<file path="src/design/umls_pkg.sv">
// Notes on behaviour
// - Offset 0x6 shows flow thresholds only when enhanced enable and bank select are 1.
// - Offset 0x7 shows trigger levels only when enhanced enable and bank select are 1.
// - In loopback the bank select bit is also the internal ring indicator.
// - Aux output two is high when its bit is 0, low when 1; loopback only.
// - Loopback bit 0 disables, 1 enables internal loopback.
// - Xon-any: any received char resumes transmit; flow chars not stored; write needs enhanced.
// - Prescaler bit 0 passes clock, 1 divides by four; write needs enhanced.
// - Data ready reads 1 while the receive FIFO holds a character.
// - Character arriving into a full FIFO sets overrun and is dropped.
// - Parity tag belongs to the character at the receive head.
// - Framing tag belongs to the character at the receive head.
// - Break flagged per break; only one break character enters the FIFO.
// - Outside FIFO mode, holding empty sets on move to shift register, clears on host load.
// - Transmitter idle only when holding store and shift register are both empty.
// - FIFO error flag is 1 while any stored byte carries an error tag.
// - CTS, DSR, CD deltas set on change; enabled deltas raise modem interrupt.
// - Ring delta sets only on ring pin low-to-high.
// - Auto CTS: CTS high halts after current character, low resumes.
// - Upper status bits are complemented inputs, or control bits in loopback.
// - Scratch byte holds host data, resets to 0xff.
// - Halt level is low nibble times four; count at or above halts flow.
// - Resume level is high nibble times four; count at or below resumes flow.
// - RTS bit 0 drives pin high, 1 low; feeds CTS status in loopback.
package umls_pkg;
  localparam logic [2:0] OFS_CTRL = 3'h4;
  localparam logic [2:0] OFS_LINE = 3'h5;
  localparam logic [2:0] OFS_MSR_TCR = 3'h6;
  localparam logic [2:0] OFS_SPR_TLR = 3'h7;
  localparam int B_DTR = 0;
  localparam int B_RTS = 1;
  localparam int B_BANK = 2;
  localparam int B_AUX2 = 3;
  localparam int B_LOOP = 4;
  localparam int B_XANY = 5;
  localparam int B_PRESC = 7;
  localparam logic [7:0] CTRL_WMASK_BASE = 8'h1f;
  localparam logic [7:0] CTRL_WMASK_ENH = 8'ha0;
  localparam logic [7:0] SPR_RST = 8'hff;
  localparam logic [7:0] REG_RST = 8'h00;
  localparam int FIFO_DEPTH = 64;
  localparam logic [6:0] FIFO_FULL = 7'h40;
  localparam logic [1:0] PRESC_LAST = 2'h3;
  localparam int TAG_PE = 0;
  localparam int TAG_FE = 1;
  localparam int TAG_BRK = 2;

  typedef enum logic [1:0] {FLOW_RUN = 2'b01, FLOW_HALT = 2'b10} umls_flow_t;

  typedef struct packed {
    logic valid;
    logic [2:0] tag;
    logic flow_char;
  } umls_rxev_t;

  typedef struct packed {
    logic [7:0] ctrl;
    logic [7:0] scratch_byte;
    logic [7:0] flow_threshold_levels;
    logic [7:0] fifo_trigger_levels;
    logic [FIFO_DEPTH-1:0][2:0] tags;
    logic [5:0] wp;
    logic [5:0] rp;
    logic [6:0] cnt;
    logic [6:0] err_cnt;
    logic ovr;
    logic thre;
    logic brk_hold;
    logic [3:0] stat_prev;
    logic [3:0] delta;
    umls_flow_t flow;
    logic sw_halt;
    logic [1:0] presc;
    logic [7:0] rdata;
  } umls_state_t;
endpackage

</file>
<file path="src/design/umls_top.sv">
`timescale 1ns/10ps
module umls_top import umls_pkg::*; (
  input wire logic CLK,
  input wire logic RST_N,
  input wire logic [2:0] ADDR,
  input wire logic WR,
  input wire logic RD,
  input wire logic [7:0] WDATA,
  output logic [7:0] RDATA,
  input wire logic ENH_EN,
  input wire logic IER_MODEM,
  input wire logic AUTO_CTS,
  input wire logic AUTO_RTS,
  input wire logic SW_FLOW,
  input wire logic FIFO_MODE,
  input wire umls_rxev_t RX_EV,
  input wire logic RX_LINE,
  input wire logic RX_POP,
  input wire logic RX_XON,
  input wire logic RX_XOFF,
  input wire logic TX_LOAD,
  input wire logic TX_MOVE,
  input wire logic TX_FIFO_EMPTY,
  input wire logic TX_SHIFT_BUSY,
  input wire logic CTS_N,
  input wire logic DSR_N,
  input wire logic RI_N,
  input wire logic CD_N,
  output logic RTS_N,
  output logic DTR_N,
  output logic TX_HALT,
  output logic XOFF_REQ,
  output logic XON_REQ,
  output logic BAUD_EN,
  output logic MODEM_INT,
  output logic [2:0] HEAD_TAG,
  output logic [7:0] TLR_LEVELS
);
  umls_state_t s_q, s_d;
  logic loop;
  logic alt_bank;
  logic [3:0] stat_now;
  logic [7:0] msr_val;
  logic [7:0] lsr_val;
  logic [6:0] halt_lvl;
  logic [6:0] resume_lvl;
  logic push;
  logic pop;
  logic aux_two;
  logic aux_one;
  logic [2:0] in_tag;
  logic [7:0] wmask;

  always_comb begin
    loop = s_q.ctrl[B_LOOP];
    alt_bank = ENH_EN & s_q.ctrl[B_BANK];
    aux_two = ~s_q.ctrl[B_AUX2];
    aux_one = ~s_q.ctrl[B_BANK];
    // Status order {cd, ri, dsr, cts}, active high after complementing the pins
    if (loop) begin
      stat_now = {~aux_two, ~aux_one, s_q.ctrl[B_DTR], s_q.ctrl[B_RTS]};
    end else begin
      stat_now = {~CD_N, ~RI_N, ~DSR_N, ~CTS_N};
    end
    msr_val = {s_q.stat_prev, s_q.delta};
    halt_lvl = {1'b0, s_q.flow_threshold_levels[3:0], 2'b00};
    resume_lvl = {1'b0, s_q.flow_threshold_levels[7:4], 2'b00};
    lsr_val = {(s_q.err_cnt != 7'h00),
               s_q.thre & ~TX_SHIFT_BUSY,
               s_q.thre,
               s_q.tags[s_q.rp],
               s_q.ovr,
               (s_q.cnt != 7'h00)};
    in_tag = RX_EV.tag;
    // One break character per break: further break chars are dropped until the line rises
    if (s_q.brk_hold) begin
      in_tag[TAG_BRK] = 1'b0;
    end
    pop = RX_POP & (s_q.cnt != 7'h00);
    push = RX_EV.valid & (s_q.cnt != FIFO_FULL) & ~(RX_EV.flow_char & SW_FLOW)
           & ~(s_q.brk_hold & RX_EV.tag[TAG_BRK]);
    wmask = CTRL_WMASK_BASE | (ENH_EN ? CTRL_WMASK_ENH : 8'h00);
  end

  always_comb begin
    s_d = s_q;
    // Register writes
    if (WR) begin
      if (ADDR == OFS_CTRL) begin
        s_d.ctrl = (s_q.ctrl & ~wmask) | (WDATA & wmask);
      end else if (ADDR == OFS_MSR_TCR) begin
        if (alt_bank) begin
          s_d.flow_threshold_levels = WDATA;
        end
      end else if (ADDR == OFS_SPR_TLR) begin
        if (alt_bank) begin
          s_d.fifo_trigger_levels = WDATA;
        end else begin
          s_d.scratch_byte = WDATA;
        end
      end
    end
    // Read data is captured so the port comes from a flop
    if (RD) begin
      if (ADDR == OFS_CTRL) begin
        s_d.rdata = s_q.ctrl;
      end else if (ADDR == OFS_LINE) begin
        s_d.rdata = lsr_val;
      end else if (ADDR == OFS_MSR_TCR) begin
        s_d.rdata = alt_bank ? s_q.flow_threshold_levels : msr_val;
      end else if (ADDR == OFS_SPR_TLR) begin
        s_d.rdata = alt_bank ? s_q.fifo_trigger_levels : s_q.scratch_byte;
      end else begin
        s_d.rdata = 8'h00;
      end
    end
    // Receive tag store
    if (push) begin
      s_d.tags[s_q.wp] = in_tag;
      s_d.wp = s_q.wp + 6'h01;
    end
    if (pop) begin
      s_d.rp = s_q.rp + 6'h01;
    end
    s_d.cnt = s_q.cnt + {6'h00, push} - {6'h00, pop};
    s_d.err_cnt = s_q.err_cnt + {6'h00, push & (in_tag != 3'h0)}
                  - {6'h00, pop & (s_q.tags[s_q.rp] != 3'h0)};
    if (RX_EV.tag[TAG_BRK] & RX_EV.valid) begin
      s_d.brk_hold = 1'b1;
    end else if (RX_LINE) begin
      s_d.brk_hold = 1'b0;
    end
    // Overrun clears on a line status read, but a new overrun in that cycle wins
    if (RD & (ADDR == OFS_LINE)) begin
      s_d.ovr = 1'b0;
    end
    if (RX_EV.valid & (s_q.cnt == FIFO_FULL)) begin
      s_d.ovr = 1'b1;
    end
    // Holding-empty flag
    if (FIFO_MODE) begin
      s_d.thre = TX_FIFO_EMPTY;
    end else if (TX_LOAD) begin
      s_d.thre = 1'b0;
    end else if (TX_MOVE) begin
      s_d.thre = 1'b1;
    end
    // Modem deltas, cleared by a modem status read; a change in that cycle wins
    s_d.stat_prev = stat_now;
    if (RD & (ADDR == OFS_MSR_TCR) & ~alt_bank) begin
      s_d.delta = 4'h0;
    end
    s_d.delta[0] = s_d.delta[0] | (stat_now[0] ^ s_q.stat_prev[0]);
    s_d.delta[1] = s_d.delta[1] | (stat_now[1] ^ s_q.stat_prev[1]);
    s_d.delta[2] = s_d.delta[2] | (s_q.stat_prev[2] & ~stat_now[2]);
    s_d.delta[3] = s_d.delta[3] | (stat_now[3] ^ s_q.stat_prev[3]);
    // Receive flow hysteresis
    case (s_q.flow)
      FLOW_RUN: begin
        if ((AUTO_RTS | SW_FLOW) & (s_d.cnt >= halt_lvl)) begin
          s_d.flow = FLOW_HALT;
        end
      end
      FLOW_HALT: begin
        if (~(AUTO_RTS | SW_FLOW) | (s_d.cnt <= resume_lvl)) begin
          s_d.flow = FLOW_RUN;
        end
      end
      default: s_d.flow = FLOW_RUN;
    endcase
    // Transmit halt from received Xoff; Xon, or any char under Xon-any, resumes
    if (~SW_FLOW) begin
      s_d.sw_halt = 1'b0;
    end else if (RX_XOFF) begin
      s_d.sw_halt = 1'b1;
    end else if (RX_XON | (s_q.ctrl[B_XANY] & RX_EV.valid)) begin
      s_d.sw_halt = 1'b0;
    end
    s_d.presc = s_q.ctrl[B_PRESC] ? s_q.presc + 2'h1 : 2'h0;
  end

  always_ff @(posedge CLK or negedge RST_N) begin
    if (!RST_N) begin
      s_q <= '0;
      s_q.scratch_byte <= SPR_RST;
      s_q.ctrl <= REG_RST;
      s_q.thre <= 1'b1;
      s_q.flow <= FLOW_RUN;
    end else begin
      s_q <= s_d;
    end
  end

  always_comb begin
    RDATA = s_q.rdata;
    // Loopback keeps the modem outputs parked inactive
    DTR_N = loop | ~s_q.ctrl[B_DTR];
    RTS_N = loop | ~s_q.ctrl[B_RTS] | (AUTO_RTS & (s_q.flow == FLOW_HALT));
    // The core only samples this between characters, so the current one completes
    TX_HALT = (AUTO_CTS & ~stat_now[0]) | s_q.sw_halt;
    XOFF_REQ = SW_FLOW & (s_q.flow == FLOW_RUN) & (s_d.flow == FLOW_HALT);
    XON_REQ = SW_FLOW & (s_q.flow == FLOW_HALT) & (s_d.flow == FLOW_RUN);
    BAUD_EN = ~s_q.ctrl[B_PRESC] | (s_q.presc == PRESC_LAST);
    MODEM_INT = IER_MODEM & (s_q.delta != 4'h0);
    HEAD_TAG = s_q.tags[s_q.rp];
    TLR_LEVELS = s_q.fifo_trigger_levels;
  end
endmodule

</file>
<file path="config.mk">
export PLATFORM = sky130hd
export DESIGN_NAME = umls_top
export DESIGN_NICKNAME = d
export VERILOG_FILES = /design/src/design/umls_pkg.sv /design/src/design/umls_top.sv
export SDC_FILE = /design/constraint.sdc
export NUM_CORES = 1
export LEC_CHECK = 0
export BUFFER_PORTS_ARGS = -buffer_cell sky130_fd_sc_hd__buf_2
export CORE_MARGIN = 2
export CORE_UTILIZATION = 35
export DETAILED_ROUTE_END_ITERATION = 10
export GPL_TIMING_DRIVEN = 1
export HOLD_SLACK_MARGIN = 0.03
export PLACE_DENSITY = 0.57
export SYNTH_ARGS = -nofsm -noshare
export SYNTH_HDL_FRONTEND = slang
export SYNTH_SLANG_ARGS = --single-unit
export TNS_END_PERCENT = 30
</file>
<file path="constraint.sdc">
create_clock -name CLK -period 5.78 [get_ports CLK]
set_clock_uncertainty 0.1 [all_clocks]
set_input_delay 1.156 -clock CLK [delete_from_list [all_inputs] [get_ports CLK]]
set_output_delay 1.156 -clock CLK [all_outputs]
set_load 0.05 [all_outputs]
</file>
; After elaboration in Yosys (flattened, before gate mapping)
; Index checks and enable logic that the tools add are counted.
[word_totals]
register_bits = 274
[classes]
addsub = 7
magnitude_cmp = 5
eq_ne = 12
mux = 29
bitwise = 60
n_reduce_logical = 13
[op_table]
columns = op, count
row1 = bitwise mux 192 bit, 1
row2 = 2-to-1 mux 8 bit, 7
row3 = AND 1 bit, 25
row4 = binary-select mux 3 bit (select 6 bit), 1
row5 = demux 3 bit (select 6 bit), 1
row6 = AND 8 bit, 2
row7 = inverter 1 bit, 16
row8 = adder 7 x 1 -> 7 bit, 2
row9 = "less-than comparator 6 x 7 -> 1 bit, second input constant", 2
row10 = nonzero test 7 bit, 2
row11 = subtractor 7 x 1 -> 7 bit, 2
row12 = "adder 6 x 1 -> 6 bit, second input constant", 2
row13 = "equality test 3 bit, second input constant", 4
row14 = OR 1 bit, 12
row15 = 2-to-1 mux 1 bit, 11
row16 = AND reduction 5 bit, 2
row17 = nonzero test 3 bit, 3
row18 = 2-to-1 mux 4 bit, 2
row19 = inverter 8 bit, 1
row20 = OR 8 bit, 1
row21 = "equality test 7 bit, second input constant", 1
row22 = >= comparator 7 x 6 -> 1 bit, 1
row23 = less-or-equal comparator 7 x 6 -> 1 bit, 1
row24 = "!= test 7 bit, second input constant", 1
row25 = other kinds (14), 23

; Logic depth before layout (Yosys ltp)
[depth]
depth_word = 12
mapped_depth = 22
ltp_nobuf = 20

; Least setup slack after synthesis
; Ideal clock, no wire load.
[synth_timing]
path_kind = input to output
startpoint = in SW_FLOW
endpoint = out XOFF_REQ
t_arrival_ps = 5365
required_time_ps = 4524
slack_ps = -841
cell_stages = 18
cell_sequence = nand2_1 and4_1 inv_2 buf_2 ha_1 inv_1 ha_1 fa_1 xor2_1 inv_1 ha_1 or3b_2 a21boi_0 o21a_1 o21ai_0 a31oi_1 o21ai_0 a211oi_1
[synth_rtl]
columns = element, line
row1 = from (decl), umls_top.sv:14  ; input wire logic SW_FLOW,
row2 = to (decl), umls_top.sv:32  ; output logic XOFF_REQ,

==> results.txt <==
status: completed
most frequent cells in the layout: dfrtp_1, mux2_2, nand2_1
WL met3: 1600 um
Yosys cell types: 71
EDFF count, synth: 0
CP arrival: 4.52 ns
vias per std cell: 5.16
initial antenna violation count: 0
clk buf depth: 3
CTS sink count: 273
Period minus WS final: 5.77 ns
full die area: 40500 sq um
I/O pin count: 64
cells taking the most area after synthesis: dfrtp_1, mux2_2, mux4_2
largest net degree at the start of global routing: 128
DRT Wirelength: 33300 um
All-Layer GR Usage: 16.4%
post-synthesis area per instance: 12.4 sq um
Setup-failing EPs final: 0
via count: 8746
total core area: 38600 sq um
Mapped Cells: 1100
CTS tree: built
R2R setup slack: 0.67 ns
Setup TNS Final: 0 ns
drt drc: 0
Port Buffers: 63
worst skew pair latency: 0.56 ns
maximum clock rate: 173 MHz
Initial Util: 35.3%
Least-Margin Pin Slew: 1.08 ns
antenna diode count: 0
total power density per cell area: 509 nW/um^2
#FFs+latches synth: 273
top cell type's share of synthesized area: 48.3%
Wirelength per Cell: 19.6 um
mapped cell area: 13600 sq um
max-cap viol count: 0
most common cell after layout, fill and taps aside: dfrtp_1
area leader, netlist: dfrtp_1
area grow syn2layout: 14.8%
RSZ-0062 raised after global routing: yes
met1 WL: 15600 um
r2r worst-path depth: 20
Vert. Die Dim: 201 um
Leak: 7.27 nW
Seq/Total Area, Yosys: 50.3%
post-DP HPWL: 22900 um
Final nets: 1223
Slew Limit Fails: 0
Worst Setup End Kind: output pin
Worst Path Class, Setup: reg -> out
min-delay src: s_q[8]
clock transition at the registers of the reported paths: 0.06 ns
final hold vios: 0
clk root buf: clkbuf_16
FFs w/ async S/R, synth: 100%
maximum vdd drop: 0.000259 V
first-pass GRT wire length: 53000 um
final worst-path cycle share: 99.9%
syn_nets: 1171
Non-Filler Instances: 1695
main flop type after synthesis: dfrtp_1
worst hold-check path type: reg -> reg
Overflow after GRT: 0
global placement routability congestion: 0.844
vias in the first global route: 9136
worst r2r src: s_q[38]
routed length on met2: 15500 um
Synthesis Warnings: 0
Initial DRC Count: 544
Hold Crit Endpoint: s_q[8]
Critical Path Start Type: flip-flop
share of layout cells above drive strength 1: 34.2%
Relative slew margins: 27.9%
drt first pass iters: 5
H-tree Lvls: 1
Cell Rows: 72
worst hold stages: 1
Num CTS Buffers: 31
antenna-violating nets left: 0
Die W: 201 um
Crit Path Max Fanout: 3
dpl cells: 1630
top layer reached by signal wires: met4
Reg-to-Reg End: s_q[30]
CP required: 4.52 ns
==> metal layers <==
metal,GRT usage [%],up-vias
li1,-,4047
met3,2.17,39
met2,26.4,193
met1,23.8,4467
met4,3.73,0
met5,0,-
==> where the power goes <==
group | internal, mW | switching (mW)
Sequential | 2.40 | 0.406
Clock | 1.19 | 0.814
Combinational | 1.42 | 1.73
==> through the flow <==
step	power [mW]	hold slack (ns)	setup slack, ns	area, sq um	util (%)
after CTS	7.86	0.337	-0.126	15500	40.2
final	7.96	0.335	0.00703	15600	40.5
after detailed placement	5.72	0.327	-0.187	14400	37.3
after floorplan	4.93	0.309	0.00858	13600	-
after global routing	8.44	0.356	-0.241	15600	40.5
after global placement	5.65	0.319	-0.0998	14400	37.3
==> repair_timing <==
item / 4_1_cts / 5_1_grt
gates resized for setup: 16 / 18
hold endpoints to repair: 0 / 0
buffers inserted: 3 / 4
hold buffers: 0 / 0
endpoints found under the setup margin: 2 / 2
pin swaps: 10 / 17
==> synthesized netlist by cell type (3+ instances only) <==
master	n
o22ai_1	4
mux4_2	25
a22oi_1	4
o21ai_0	55
mux4_1	16
buf_4	23
a31oi_1	3
nor2b_1	9
mux2_2	170
a21oi_1	19
dfrtp_1	263
a221oi_2	4
mux2_1	9
and2_1	4
a221oi_1	13
inv_1	45
nor3b_1	3
clkbuf_1	41
nand2b_1	8
or3_1	4
xor2_1	8
xnor2_1	16
mux2i_1	42
nand2_1	123
and3_1	6
buf_2	8
or3b_2	3
ha_1	31
nand3_1	11
dfstp_2	10
o221ai_1	8
buf_12	4
o21bai_1	3
nor3_1	4
a211oi_1	3
nand3b_1	3
nor2_1	50
==> registers in the layout, indices dropped and copies added, names as in the netlist, named ones only <==
signal,flops
s_q,236
RDATA,8
TLR_LEVELS,8
msr_val,8
halt_lvl,4
resume_lvl,4
lsr_val,2
loop,1
==> cell type report <==
type | count | area, sq um
fill | 3714 | 22900
sequential | 273 | 6850
multi-input combinational | 702 | 6290
clock buffer | 39 | 866
tap | 518 | 648
timing repair buffer | 97 | 618
clock inverter | 19 | 183
inverter | 47 | 176
==> how the worst max path moves through the flow <==
stage / startpoint / end / slack (ns)
2_1_floorplan: SW_FLOW / XOFF_REQ / 0.009
5_1_grt: s_q[36] / XOFF_REQ / -0.24
3_5_place_dp: SW_FLOW / XOFF_REQ / -0.19
4_1_cts: s_q[33] / XOFF_REQ / -0.13
6_report: s_q[36] / XOFF_REQ / 0.007
3_3_place_gp: SW_FLOW / XOFF_REQ / -0.1
==> critical path, cell delays in order (launching register included) <==
cell      delay (ns)
dfrtp_1         0.40
inv_2           0.09
ha_4            0.13
nor4bb_4        0.26
buf_4           0.16
nor2b_4         0.16
nor2b_4         0.06
ha_4            0.25
inv_2           0.04
ha_4            0.15
fa_2            0.36
xor2_2          0.17
inv_2           0.08
buf_4           0.13
buf_4           0.12
ha_1            0.17
nor2b_1         0.14
o21ai_1         0.09
nand2b_1        0.10
a21oi_2         0.06
o21ai_2         0.17
nand4_1         0.22
a211oi_4        0.27
buf_6           0.19
==> kinds of logic after synthesis <==
kind of cell | after synthesis | synth area share (%)
fa+ha+maj | 33 | 3.14
mux | 262 | 25.1
buf+inv | 125 | 4.69
flops | 273 | 50.3
xor+xnor | 24 | 1.54
compound gates | 142 | 7.11
simple gates | 241 | 8.12
(Power assumes the default switching activity.)
